`config.mk`:
```
export PLATFORM = sky130hd
export DESIGN_NAME = eiw_top
export DESIGN_NICKNAME = d
export VERILOG_FILES = /design/src/eiw_pkg.sv /design/src/eiw_reg_if.sv /design/src/eiw_regfile.sv /design/src/eiw_top.sv
export VERILOG_INCLUDE_DIRS = /design/src
export SDC_FILE = /design/constraint.sdc
export NUM_CORES = 1
export LEC_CHECK = 0
export BUFFER_PORTS_ARGS = -buffer_cell sky130_fd_sc_hd__buf_2
export CORE_UTILIZATION = 40
export DETAILED_ROUTE_END_ITERATION = 8
export PLACE_DENSITY_LB_ADDON = 0.05
export SLEW_MARGIN = 20
export SYNTH_ARGS = -nofsm -noshare
export SYNTH_HDL_FRONTEND = slang
export SYNTH_HIERARCHICAL = 1
export SYNTH_SLANG_ARGS = --single-unit
```
`constraint.sdc`:
```
create_clock -name CLK -period 2.9 [get_ports CLK]
set_input_delay 0.29 -clock CLK [delete_from_list [all_inputs] [get_ports CLK]]
set_output_delay 0.29 -clock CLK [all_outputs]
set_load 0.1 [all_outputs]
```
`src/eiw_defines.svh`:
```
// Constants for the external interrupt wake configuration block
`ifndef EIW_DEFINES_SVH
`define EIW_DEFINES_SVH

// Register byte addresses
`define EIW_ADDR_CFG0      32'h0000_0a20
`define EIW_ADDR_CFG1      32'h0000_0a24
`define EIW_ADDR_CFG2      32'h0000_0a28
`define EIW_ADDR_CLR       32'h0000_0a30

// Register word indices in the store
`define EIW_IDX_CFG0       2'h0
`define EIW_IDX_CFG1       2'h1
`define EIW_IDX_CFG2       2'h2
`define EIW_IDX_CLR        2'h3

// Reset values
`define EIW_RST_CFG        16'h0000
`define EIW_RST_CLR        16'hc000
`define EIW_RDATA_NONE     16'h0000

// Geometry
`define EIW_DATA_W         16
`define EIW_NUM_WORDS      4
`define EIW_NUM_LINES      12
`define EIW_LINES_PER_WORD 4
`define EIW_SLOT_W         4
`define EIW_EN_BIT         3
`define EIW_MODE_LSB       0
`define EIW_MODE_W         3

// Trigger mode codes
`define EIW_MODE_RISE      3'h0
`define EIW_MODE_FALL      3'h1
`define EIW_MODE_BOTH      3'h2
`define EIW_MODE_HIGH      3'h3
`define EIW_MODE_LOW       3'h4
`define EIW_MODE_FALL_ALT  3'h5
`define EIW_MODE_BOTH_ALT  3'h6
`define EIW_MODE_HIGH_ALT  3'h7

`endif

```
`src/eiw_pkg.sv`:
```
// Types and helper functions of the external interrupt wake block
`include "eiw_defines.svh"

package eiw_pkg;

  typedef enum logic [4:0] {
    EIW_TRIG_RISE = 5'b00001,
    EIW_TRIG_FALL = 5'b00010,
    EIW_TRIG_BOTH = 5'b00100,
    EIW_TRIG_HIGH = 5'b01000,
    EIW_TRIG_LOW  = 5'b10000
  } eiw_trig_t;

  typedef logic [`EIW_NUM_WORDS-1:0][`EIW_DATA_W-1:0] eiw_words_t;

  typedef struct packed {
    eiw_words_t              word;
    logic [`EIW_DATA_W-1:0]  rdata;
    logic                    rvalid;
  } eiw_rf_state_t;

  typedef struct packed {
    logic [`EIW_NUM_LINES-1:0] meta;
    logic [`EIW_NUM_LINES-1:0] sync;
    logic [`EIW_NUM_LINES-1:0] prev;
    logic [`EIW_NUM_LINES-1:0] irq;
    logic                      irq_any;
    logic                      wake;
  } eiw_top_state_t;

  // Mode code to trigger kind
  function automatic eiw_trig_t eiw_decode_trig(
    input logic [`EIW_MODE_W-1:0] code
  );
    eiw_trig_t t;
    t = EIW_TRIG_RISE;
    case (code)
      `EIW_MODE_RISE:     t = EIW_TRIG_RISE;
      `EIW_MODE_FALL,
      `EIW_MODE_FALL_ALT: t = EIW_TRIG_FALL;
      `EIW_MODE_BOTH,
      `EIW_MODE_BOTH_ALT: t = EIW_TRIG_BOTH;
      `EIW_MODE_HIGH,
      `EIW_MODE_HIGH_ALT: t = EIW_TRIG_HIGH;
      `EIW_MODE_LOW:      t = EIW_TRIG_LOW;
      default:            t = EIW_TRIG_RISE;
    endcase
    return t;
  endfunction : eiw_decode_trig

  // Trigger test on current and previous sample
  function automatic logic eiw_fires(
    input eiw_trig_t t,
    input logic      cur,
    input logic      prv
  );
    logic f;
    f = 1'b0;
    unique case (t)
      EIW_TRIG_RISE: f = cur & ~prv;
      EIW_TRIG_FALL: f = ~cur & prv;
      EIW_TRIG_BOTH: f = cur ^ prv;
      EIW_TRIG_HIGH: f = cur;
      EIW_TRIG_LOW:  f = ~cur;
    endcase
    return f;
  endfunction : eiw_fires

endpackage : eiw_pkg

```
`src/eiw_reg_if.sv`:
```
// Carrier between the register decode and the register store
`timescale 1ns/10ps
`include "eiw_defines.svh"

interface eiw_reg_if;
  import eiw_pkg::*;

  logic                   wr;
  logic                   rd;
  logic                   hit;
  logic [1:0]             idx;
  logic [`EIW_DATA_W-1:0] wdata;
  logic [`EIW_DATA_W-1:0] rdata;
  logic                   rvalid;
  eiw_words_t             words;

  modport store (
    input  wr,
    input  rd,
    input  hit,
    input  idx,
    input  wdata,
    output rdata,
    output rvalid,
    output words
  );

  modport user (
    output wr,
    output rd,
    output hit,
    output idx,
    output wdata,
    input  rdata,
    input  rvalid,
    input  words
  );
endinterface : eiw_reg_if

```
`src/eiw_regfile.sv`:
```
// Register store with registered read data
`timescale 1ns/10ps
`include "eiw_defines.svh"

module eiw_regfile
  import eiw_pkg::*;
(
  // Clock and reset
  input  wire logic clk,
  input  wire logic rst,
  // Register access
  eiw_reg_if.store  rf
);

  eiw_rf_state_t s_q;
  eiw_rf_state_t s_d;

  always_comb begin
    s_d        = s_q;
    s_d.rvalid = rf.rd;
    if (rf.wr && rf.hit) begin
      s_d.word[rf.idx] = rf.wdata;
    end
    if (rf.rd) begin
      s_d.rdata = rf.hit ? s_q.word[rf.idx] : `EIW_RDATA_NONE;
    end
  end

  always_ff @(posedge clk or posedge rst) begin
    if (rst) begin
      s_q.word[`EIW_IDX_CFG0] <= `EIW_RST_CFG;
      s_q.word[`EIW_IDX_CFG1] <= `EIW_RST_CFG;
      s_q.word[`EIW_IDX_CFG2] <= `EIW_RST_CFG;
      s_q.word[`EIW_IDX_CLR]  <= `EIW_RST_CLR;
      s_q.rdata               <= `EIW_RDATA_NONE;
      s_q.rvalid              <= 1'b0;
    end else begin
      s_q <= s_d;
    end
  end

  assign rf.rdata  = s_q.rdata;
  assign rf.rvalid = s_q.rvalid;
  assign rf.words  = s_q.word;

endmodule : eiw_regfile

```
`src/eiw_top.sv`:
```
// External interrupt line configuration, detection and wake logic
//
// How it works
// line 3: enable bit 15, mode 14:12
// line 2: enable bit 11, mode 10:8
// line 1: enable bit 7, mode 6:4
// line 0: enable bit 3, mode 2:0
// modes rise, fall, both, high, low
// codes 101,110,111 alias 001,010,011
// disabled line silent; config resets to zero
// config registers at 0xa20, 0xa24, 0xa28
// clear register at 0xa30, resets 0xc000
// second register serves lines 4 to 7
// pins synchronised; edge by sample compare
// level mode holds request while level present
`timescale 1ns/10ps
`include "eiw_defines.svh"

module eiw_top
  import eiw_pkg::*;
(
  // Clock and reset
  input  wire logic                      CLK,
  input  wire logic                      RST,
  // Register port
  input  wire logic [31:0]               REG_ADDR,
  input  wire logic                      REG_WR,
  input  wire logic                      REG_RD,
  input  wire logic [`EIW_DATA_W-1:0]    REG_WDATA,
  output logic      [`EIW_DATA_W-1:0]    REG_RDATA,
  output logic                           REG_RVALID,
  // Power state
  input  wire logic                      HIBERNATE,
  // Wake pins
  input  wire logic [`EIW_NUM_LINES-1:0] WAKE_PIN,
  // Requests
  output logic      [`EIW_NUM_LINES-1:0] IRQ_REQ,
  output logic                           IRQ_ANY,
  output logic                           WAKE_REQ,
  // Observed state
  output logic      [`EIW_NUM_LINES-1:0] PIN_LEVEL,
  output logic      [`EIW_NUM_LINES-1:0] LINE_ENABLE,
  output logic      [`EIW_DATA_W-1:0]    CLEAR_WORD
);

  eiw_top_state_t s_q;
  eiw_top_state_t s_d;

  eiw_reg_if rif ();

  // Address decode to store index
  function automatic logic [2:0] decode_addr(input logic [31:0] a);
    logic [2:0] r;
    r = 3'h0;
    case (a)
      `EIW_ADDR_CFG0: r = {1'b1, `EIW_IDX_CFG0};
      `EIW_ADDR_CFG1: r = {1'b1, `EIW_IDX_CFG1};
      `EIW_ADDR_CFG2: r = {1'b1, `EIW_IDX_CFG2};
      `EIW_ADDR_CLR:  r = {1'b1, `EIW_IDX_CLR};
      default:        r = 3'h0;
    endcase
    return r;
  endfunction : decode_addr

  // Enable bit of one line
  function automatic logic line_en(
    input eiw_words_t w,
    input int         k
  );
    int wi;
    int bi;
    wi = k / `EIW_LINES_PER_WORD;
    bi = (k % `EIW_LINES_PER_WORD) * `EIW_SLOT_W + `EIW_EN_BIT;
    return w[wi][bi];
  endfunction : line_en

  // Mode field of one line
  function automatic logic [`EIW_MODE_W-1:0] line_mode(
    input eiw_words_t w,
    input int         k
  );
    int wi;
    int bi;
    wi = k / `EIW_LINES_PER_WORD;
    bi = (k % `EIW_LINES_PER_WORD) * `EIW_SLOT_W + `EIW_MODE_LSB;
    return w[wi][bi +: `EIW_MODE_W];
  endfunction : line_mode

  logic [2:0] dec;

  assign dec       = decode_addr(REG_ADDR);
  assign rif.wr    = REG_WR;
  assign rif.rd    = REG_RD;
  assign rif.hit   = dec[2];
  assign rif.idx   = dec[1:0];
  assign rif.wdata = REG_WDATA;

  eiw_regfile u_regfile (
    .clk (CLK),
    .rst (RST),
    .rf  (rif.store)
  );

  // Per line enable and trigger kind
  logic      [`EIW_NUM_LINES-1:0] en;
  eiw_trig_t                      trig [`EIW_NUM_LINES];

  always_comb begin
    for (int k = 0; k < `EIW_NUM_LINES; k++) begin
      en[k]   = line_en(rif.words, k);
      trig[k] = eiw_decode_trig(line_mode(rif.words, k));
    end
  end

  // Detection and wake
  always_comb begin
    s_d      = s_q;
    s_d.meta = WAKE_PIN;
    s_d.sync = s_q.meta;
    s_d.prev = s_q.sync;
    for (int k = 0; k < `EIW_NUM_LINES; k++) begin
      // Level modes follow the pin, edges pulse once
      s_d.irq[k] = en[k] &
                   eiw_fires(trig[k], s_q.sync[k], s_q.prev[k]);
    end
    s_d.irq_any = |s_d.irq;
    s_d.wake    = HIBERNATE & (|s_d.irq);
  end

  always_ff @(posedge CLK or posedge RST) begin
    if (RST) begin
      s_q.meta    <= '0;
      s_q.sync    <= '0;
      s_q.prev    <= '0;
      s_q.irq     <= '0;
      s_q.irq_any <= 1'b0;
      s_q.wake    <= 1'b0;
    end else begin
      s_q <= s_d;
    end
  end

  assign REG_RDATA   = rif.rdata;
  assign REG_RVALID  = rif.rvalid;
  assign IRQ_REQ     = s_q.irq;
  assign IRQ_ANY     = s_q.irq_any;
  assign WAKE_REQ    = s_q.wake;
  assign PIN_LEVEL   = s_q.sync;
  assign LINE_ENABLE = en;
  assign CLEAR_WORD  = rif.words[`EIW_IDX_CLR];

endmodule : eiw_top

```
# Word level (Yosys, flattened, before mapping)
# Memory sizes are Yosys's and may differ from the RTL's.
# Cells that the tools add are included.
[word_totals]
reg_bits = 131
romBits = 480
input_bits = 65
output_inout_bits = 71
word_cells = 185
n_memories = 12
[memory_table]
columns = ["name", "words", "word_bits", "read_ports", "rd_ports_with_merged_regs", "write_ports", "line_no", "rtl"]
rows = [
  ["(no name shown)", 8, 5, 1, 0, 0, "eiw_pkg.sv:37", "case (code)"],
  ["(no name shown)", 8, 5, 1, 0, 0, "eiw_pkg.sv:37", ""],
  ["(no name shown)", 8, 5, 1, 0, 0, "eiw_pkg.sv:37", ""],
  ["(no name shown)", 8, 5, 1, 0, 0, "eiw_pkg.sv:37", ""],
  ["(no name shown)", 8, 5, 1, 0, 0, "eiw_pkg.sv:37", ""],
  ["(no name shown)", 8, 5, 1, 0, 0, "eiw_pkg.sv:37", ""],
  ["6 more memories", "--", "--", "--", "--", "--", "--", ""],
]
[op_classes]
n_lt_le_gt_ge = 2
eq_ne = 64
muxes = 19
n_bitwise = 73
n_reduce_logical = 3
[op_table]
columns = ["operator", "count"]
rows = [
  ["== test 32 x 12 -> 1 bit, second input constant", 4],
  ["bitwise mux 64 bit", 1],
  ["== test 5 x 1 -> 1 bit, second input constant", 12],
  ["== test 5 x 2 -> 1 bit, second input constant", 12],
  ["== test 5 x 3 -> 1 bit, second input constant", 12],
  ["== test 5 x 4 -> 1 bit, second input constant", 12],
  ["== test 5 bit, second input constant", 12],
  ["case mux 1 bit (5 select lines)", 12],
  ["two-way mux 16 bit", 3],
  ["bitwise AND 1 bit", 37],
  ["binary-select mux 16 bit (select 2 bit)", 1],
  ["demux 16 bit (select 2 bit)", 1],
  ["NOT 1 bit", 24],
  ["case mux 3 bit (4 select lines)", 1],
  ["OR reduction 12 bit", 1],
  ["bitwise XOR 1 bit", 12],
  ["less-than comparator 2 x 3 -> 1 bit, second input constant", 1],
  ["greater-or-equal comparator 2 x 1 -> 1 bit, second input constant", 1],
  ["logical AND 1 bit", 2],
]

# Logic depth before layout (Yosys ltp)
[depth]
depth_word = 7
ltp_mapped = 9

# Modules after synthesis
# Netlist, hierarchy kept.
[by_module_without_submodules]
columns = ["mod", "n_inst", "cells_per_inst", "area_per_inst_um2"]
rows = [
  ["eiw_regfile", 1, 230, 3538.4],
  ["eiw_top", 1, 284, 3134.3],
]

# Worst setup path after synthesis
# Ideal clock, no wire load.
[synth_path]
path_type = "input -> register"
startpoint = "input REG_ADDR[0]"
endpoint = "register u_regfile.s_q, in the netlist u_regfile/rf.words[39]"
t_arrival_ns = 2.389
path_slack_ns = 0.385
path_stages = 7
path_buffers = 1
cell_sequence = "nor4_1 > nand3_1 > nor3_1 > nor3b_1 > nand4b_4 > buf_4 > mux2_2"
[synth_between]
elab_chain_len = 7
elab_cells_between_ends = 12
cone_classes = "order compare (2); eq/ne (4); mux (4); reduce/logical (2)"
[synth_rtl]
columns = ["element", "line_no", "rtl"]
rows = [
  ["from (decl)", "eiw_top.sv:26", "input wire logic [31:0] REG_ADDR,"],
  ["== test 32 x 12 -> 1 bit", "eiw_top.sv:55", "case (a)"],
  ["case mux 3 bit (4 select lines) (*)", "eiw_top.sv:55", ""],
  ["via dec[0]", "eiw_top.sv:89", "logic [2:0] dec;"],
  ["less-than comparator 2 x 3 -> 1 bit (implied by the code) or greater-or-equal comparator 2 x 1 -> 1 bit (tied branches)", "eiw_regfile.sv:22", "s_d.word[rf.idx] = rf.wdata;"],
  ["logical AND 1 bit (implied by the code)", "eiw_regfile.sv:22", ""],
  ["two-way mux 16 bit (implied by the code)", "eiw_regfile.sv:22", ""],
  ["demux 16 bit (select 2 bit) (*)", "--", ""],
  ["bitwise mux 64 bit (*)", "eiw_regfile.sv:22", ""],
  ["to (decl)", "eiw_regfile.sv:15", "eiw_rf_state_t s_q;"],
]
# Mark *: on every way through the listed nets, which the timed path passes. The rest lies on a longest branch.
# A chain may end at the register's enable or synchronous reset.

==> impl_summary.txt <==
----------------------------------------------------
[Die]
  Area enclosed by the die boundary ... 17200 µm²
  Die Height ... 131 µm
  Boundary Pins ... 136
  Width of the die ... 131 µm
  Std cell rows ... 46
  Initial cell density of the core ... 0.416
  Core footprint ... 16100 µm²

[Clocking]
  Clock latency on the worst-skew pair ... 420 ps
  Number of buffers between clock root and the deepest sink ... 2
  H-tree Lvls ... 4
  Post-CTS Setup Bufs ... 0
  Clock transition at the registers of the reported paths ... 60 ps
  Number of clock sinks ... 131
  Hold bufs inserted after CTS ... 13
  Buffer cell driving the clock tree root ... clkbuf_16
  Total CTS buffers ... 17
  CTS tree ... yes
  Gates resized, CTS repair ... 0

[Critical path]
  Category of the worst setup path launch point ... flip-flop
  Arrival time worst endpoint ... 2710 ps
  Required arrival time at the worst endpoint ... 3170 ps
  CP startpoint ... u_regfile/rf.words[37]
  Crit. End Element ... flip-flop
  Crit Reg-Reg Startpoint ... u_regfile/rf.words[37]
  Largest fanout on the critical path ... 5
  Worst Path Class, Setup ... reg2reg

[Synth]
  Fraction of synthesized area in multiplexers ... 0.167
  Avg Cell Area, Syn ... 13.0 µm²
  Synth Warn # ... 6
  Part of the Yosys area used for sequential elements ... 0.492
  Distinct cells, synth ... 48
  Post-synth net total ... 631
  Fraction of registers with async set or reset after synthesis ... 1.00
  Synthesized-area fraction occupied by and/or/nand/nor cells ... 0.102
  Register bit count reported by yosys ... 131
  Adder and majority gate portion of the synthesized area ... 0.0975
  Post-synthesis instance area ... 6670 µm²
  Synthesized instance count ... 514
  Complex-gate fraction of the synthesized area ... 0.0679
  Number of synthesized flops with an enable pin ... 0
  Synthesized-area fraction occupied by xor and xnor cells ... 0.00263
  Combinational family with the most area after synthesis ... multiplexers
  Most used flip-flop cell after synthesis ... dfrtp_1

[GRT]
  First-pass GRT wire length ... 25600 µm
  Total gr overflow ... 0
  Overall routing resource usage ... 0.194
  Number of global-route vias before repair ... 4695
  Antenna violations before repair ... 0
  Largest net degree at the start of global routing ... 46

[Cells and area]
  Layout Area Growth over Synthesis ... 22.9%
  Total number of nets in the final design ... 769
  Post-route non-filler standard cell count ... 881
  Diode count ... 0
  Cell area after layout ... 8200 µm²
  Layout cells sized above 1 ... 0.397

[Hold path]
  Startpoint of the most critical hold path ... HIBERNATE
  Kind of path behind the tightest hold check ... in2reg

[Detailed routing]
  Drt first-iter violations ... 191
  Via-per-instance ratio ... 5.00
  Final antenna-violating net count ... 0
  Router iterations before antenna repair ... 4
  Vias after detailed routing ... 4408
  # DRC ... 0
  Detailed Route WL ... 15800 µm
  Average wire per cell in the routed design ... 17.9 µm

[Timing]
  Count of endpoints failing hold in the final timing report ... 0
  Setup Total Neg Slack ... 0 ps
  Setup ws final ... 458 ps
  Relative slew margins ... 0.433
  RSZ-0062 raised after global routing ... false
  Tcrit/Tclk final ... 0.842
  Period minus WS final ... 2440 ps
  Maximum clock frequency ... 0.409 GHz
  Max-slew violation count ... 0
  Total of endpoints with negative setup slack in the final report ... 0
  Transition time at the pin with the least slew margin ... 850 ps
  Final clock skew ... 9.11 ps

[Pwr]
  Worst vdd ir ... 0.419 mV
  Static Leakage ... 4.16 nW
  PD cells ... 532 nW/µm²

[Run status]
  Run status ... finished clean

[Placement]
  Number of instances in the placed design ... 836
  Weighted congestion reported at the end of routability-driven placement ... 0.768
  Placed wire-length estimate ... 11400 µm
  Setup slack after placement ... 331 ps
  Count of port buffers added during placement ... 135
  Standard cell area after detailed placement ... 7440 µm²

[Run]
  Max_cap viols ... 0

----------------------------------------------------
-- worst max-delay path: stages, from the launching register on --
cell and delay (ps):
dfrtp_1 450, inv_1 90, ha_1 240, a222oi_1 410, a311oi_2 190, nor4_2 750
a31oi_1 160
-- synthesized netlist by cell type (2+ instances only) --
master,n,share of area
a211o_1,2,0.0026
a21o_1,2,0.0022
a21oi_1,7,0.0052
a222oi_1,7,0.011
a311oi_2,5,0.011
a31oi_1,3,0.0028
buf_2,7,0.0052
buf_4,26,0.029
clkbuf_1,3,0.0017
dfrtp_1,129,0.48
dfstp_2,2,0.0079
ha_1,52,0.098
inv_1,55,0.031
mux2_1,2,0.0034
mux2_2,55,0.093
mux2_4,10,0.023
mux2i_1,32,0.048
nand2_1,10,0.0056
nand2b_1,17,0.016
nand3_1,3,0.0022
nand3b_1,2,0.0022
nand4b_4,2,0.0071
nor2_1,12,0.0067
nor2b_1,3,0.0028
nor3_1,2,0.0015
nor3b_1,3,0.0034
nor4_1,10,0.0094
nor4_2,2,0.0037
nor4bb_4,6,0.023
o221ai_1,16,0.021
o311a_1,2,0.0030
o41ai_1,2,0.0026
or3_1,7,0.0066
xnor2_1,2,0.0026
-- power breakdown --
part           switching, W  internal [W]  total [W]
logic              0.000170     0.0000809   0.000251
clock network      0.000831       0.00141    0.00224
registers         0.0000207       0.00185    0.00188
total               0.00102       0.00335    0.00437
-- cells in the final DEF, fill, tap and decap left out, types with 10 or more instances in the layout --
| cell type | n |
|---|---|
| nor2_1 | 12 |
| inv_1 | 53 |
| dlygate4sd3_1 | 13 |
| nand2_1 | 10 |
| mux2_2 | 55 |
| dfrtp_1 | 129 |
| ha_1 | 52 |
| mux2_4 | 10 |
| mux2i_1 | 32 |
| o221ai_1 | 16 |
| clkbuf_16 | 17 |
| nor4_1 | 10 |
| buf_2 | 135 |
| nand2b_1 | 17 |
-- path summary, 6_finish.rpt --
| check | cells past startpoint | slack (ps) | endpoint |
|---|---|---|---|
| setup / recovery | 6 | 460 | WAKE_REQ |
| min in group asynchronous | 3 | 520 | u_regfile/rf.words[47] |
| max in group asynchronous | 4 | 1600 | IRQ_REQ[5] |
| setup reg to reg | 6 | 460 | WAKE_REQ |
| hold / removal | 3 | 80 | WAKE_REQ |
| hold reg to reg | 0 | 350 | PIN_LEVEL[8] |
-- cell type report --
type | count | area (µm²)
Fill cell | 1393 | 7860
Sequential cell | 131 | 3280
Multi-Input combinational cell | 290 | 2920
Timing Repair Buffer | 157 | 898
Clock buffer | 19 | 453
Tap cell | 216 | 270
Inverter | 55 | 208
Clock inverter | 13 | 175
-- kinds of logic after synthesis --
kind of cell	count (synthesis)
XOR/XNOR	2
buffers and inverters	93
flip-flops	131
AND/OR/NAND/NOR	85
multiplexers	99
AO/OA/AOI/OAI	52
adder cells (fa/ha/maj)	52
-- stage by stage --
| stage | power [W] | util | hold WS, ps |
|---|---|---|---|
| floorplan | 0.00206 | - | 321 |
| global placement | 0.00214 | 0.464 | 332 |
| detailed placement | 0.00215 | 0.464 | 335 |
| CTS | 0.00443 | 0.511 | 58.7 |
| global route | 0.00456 | 0.511 | 66.2 |
| finish | 0.00437 | 0.511 | 81.1 |
-- sequential cells by signal, summed over array words and instances (netlist names) --
signal               cells
u_regfile/rf.rvalid      1
u_regfile/rf.rdata      16
u_regfile/rf.words      64
IRQ_ANY                  1
s_q                     12
IRQ_REQ                 12
PIN_LEVEL               12
s_d                     12
WAKE_REQ                 1
-- metal layers --
layer  vias to the layer above  share of wire  GRT usage
met5                         -              0          0
met4                         0          0.014     0.0693
met3                        11          0.045     0.0521
met2                        88           0.48      0.315
met1                      2223           0.46      0.250
li1                       2086              -          -
(Power assumes the default switching activity.)
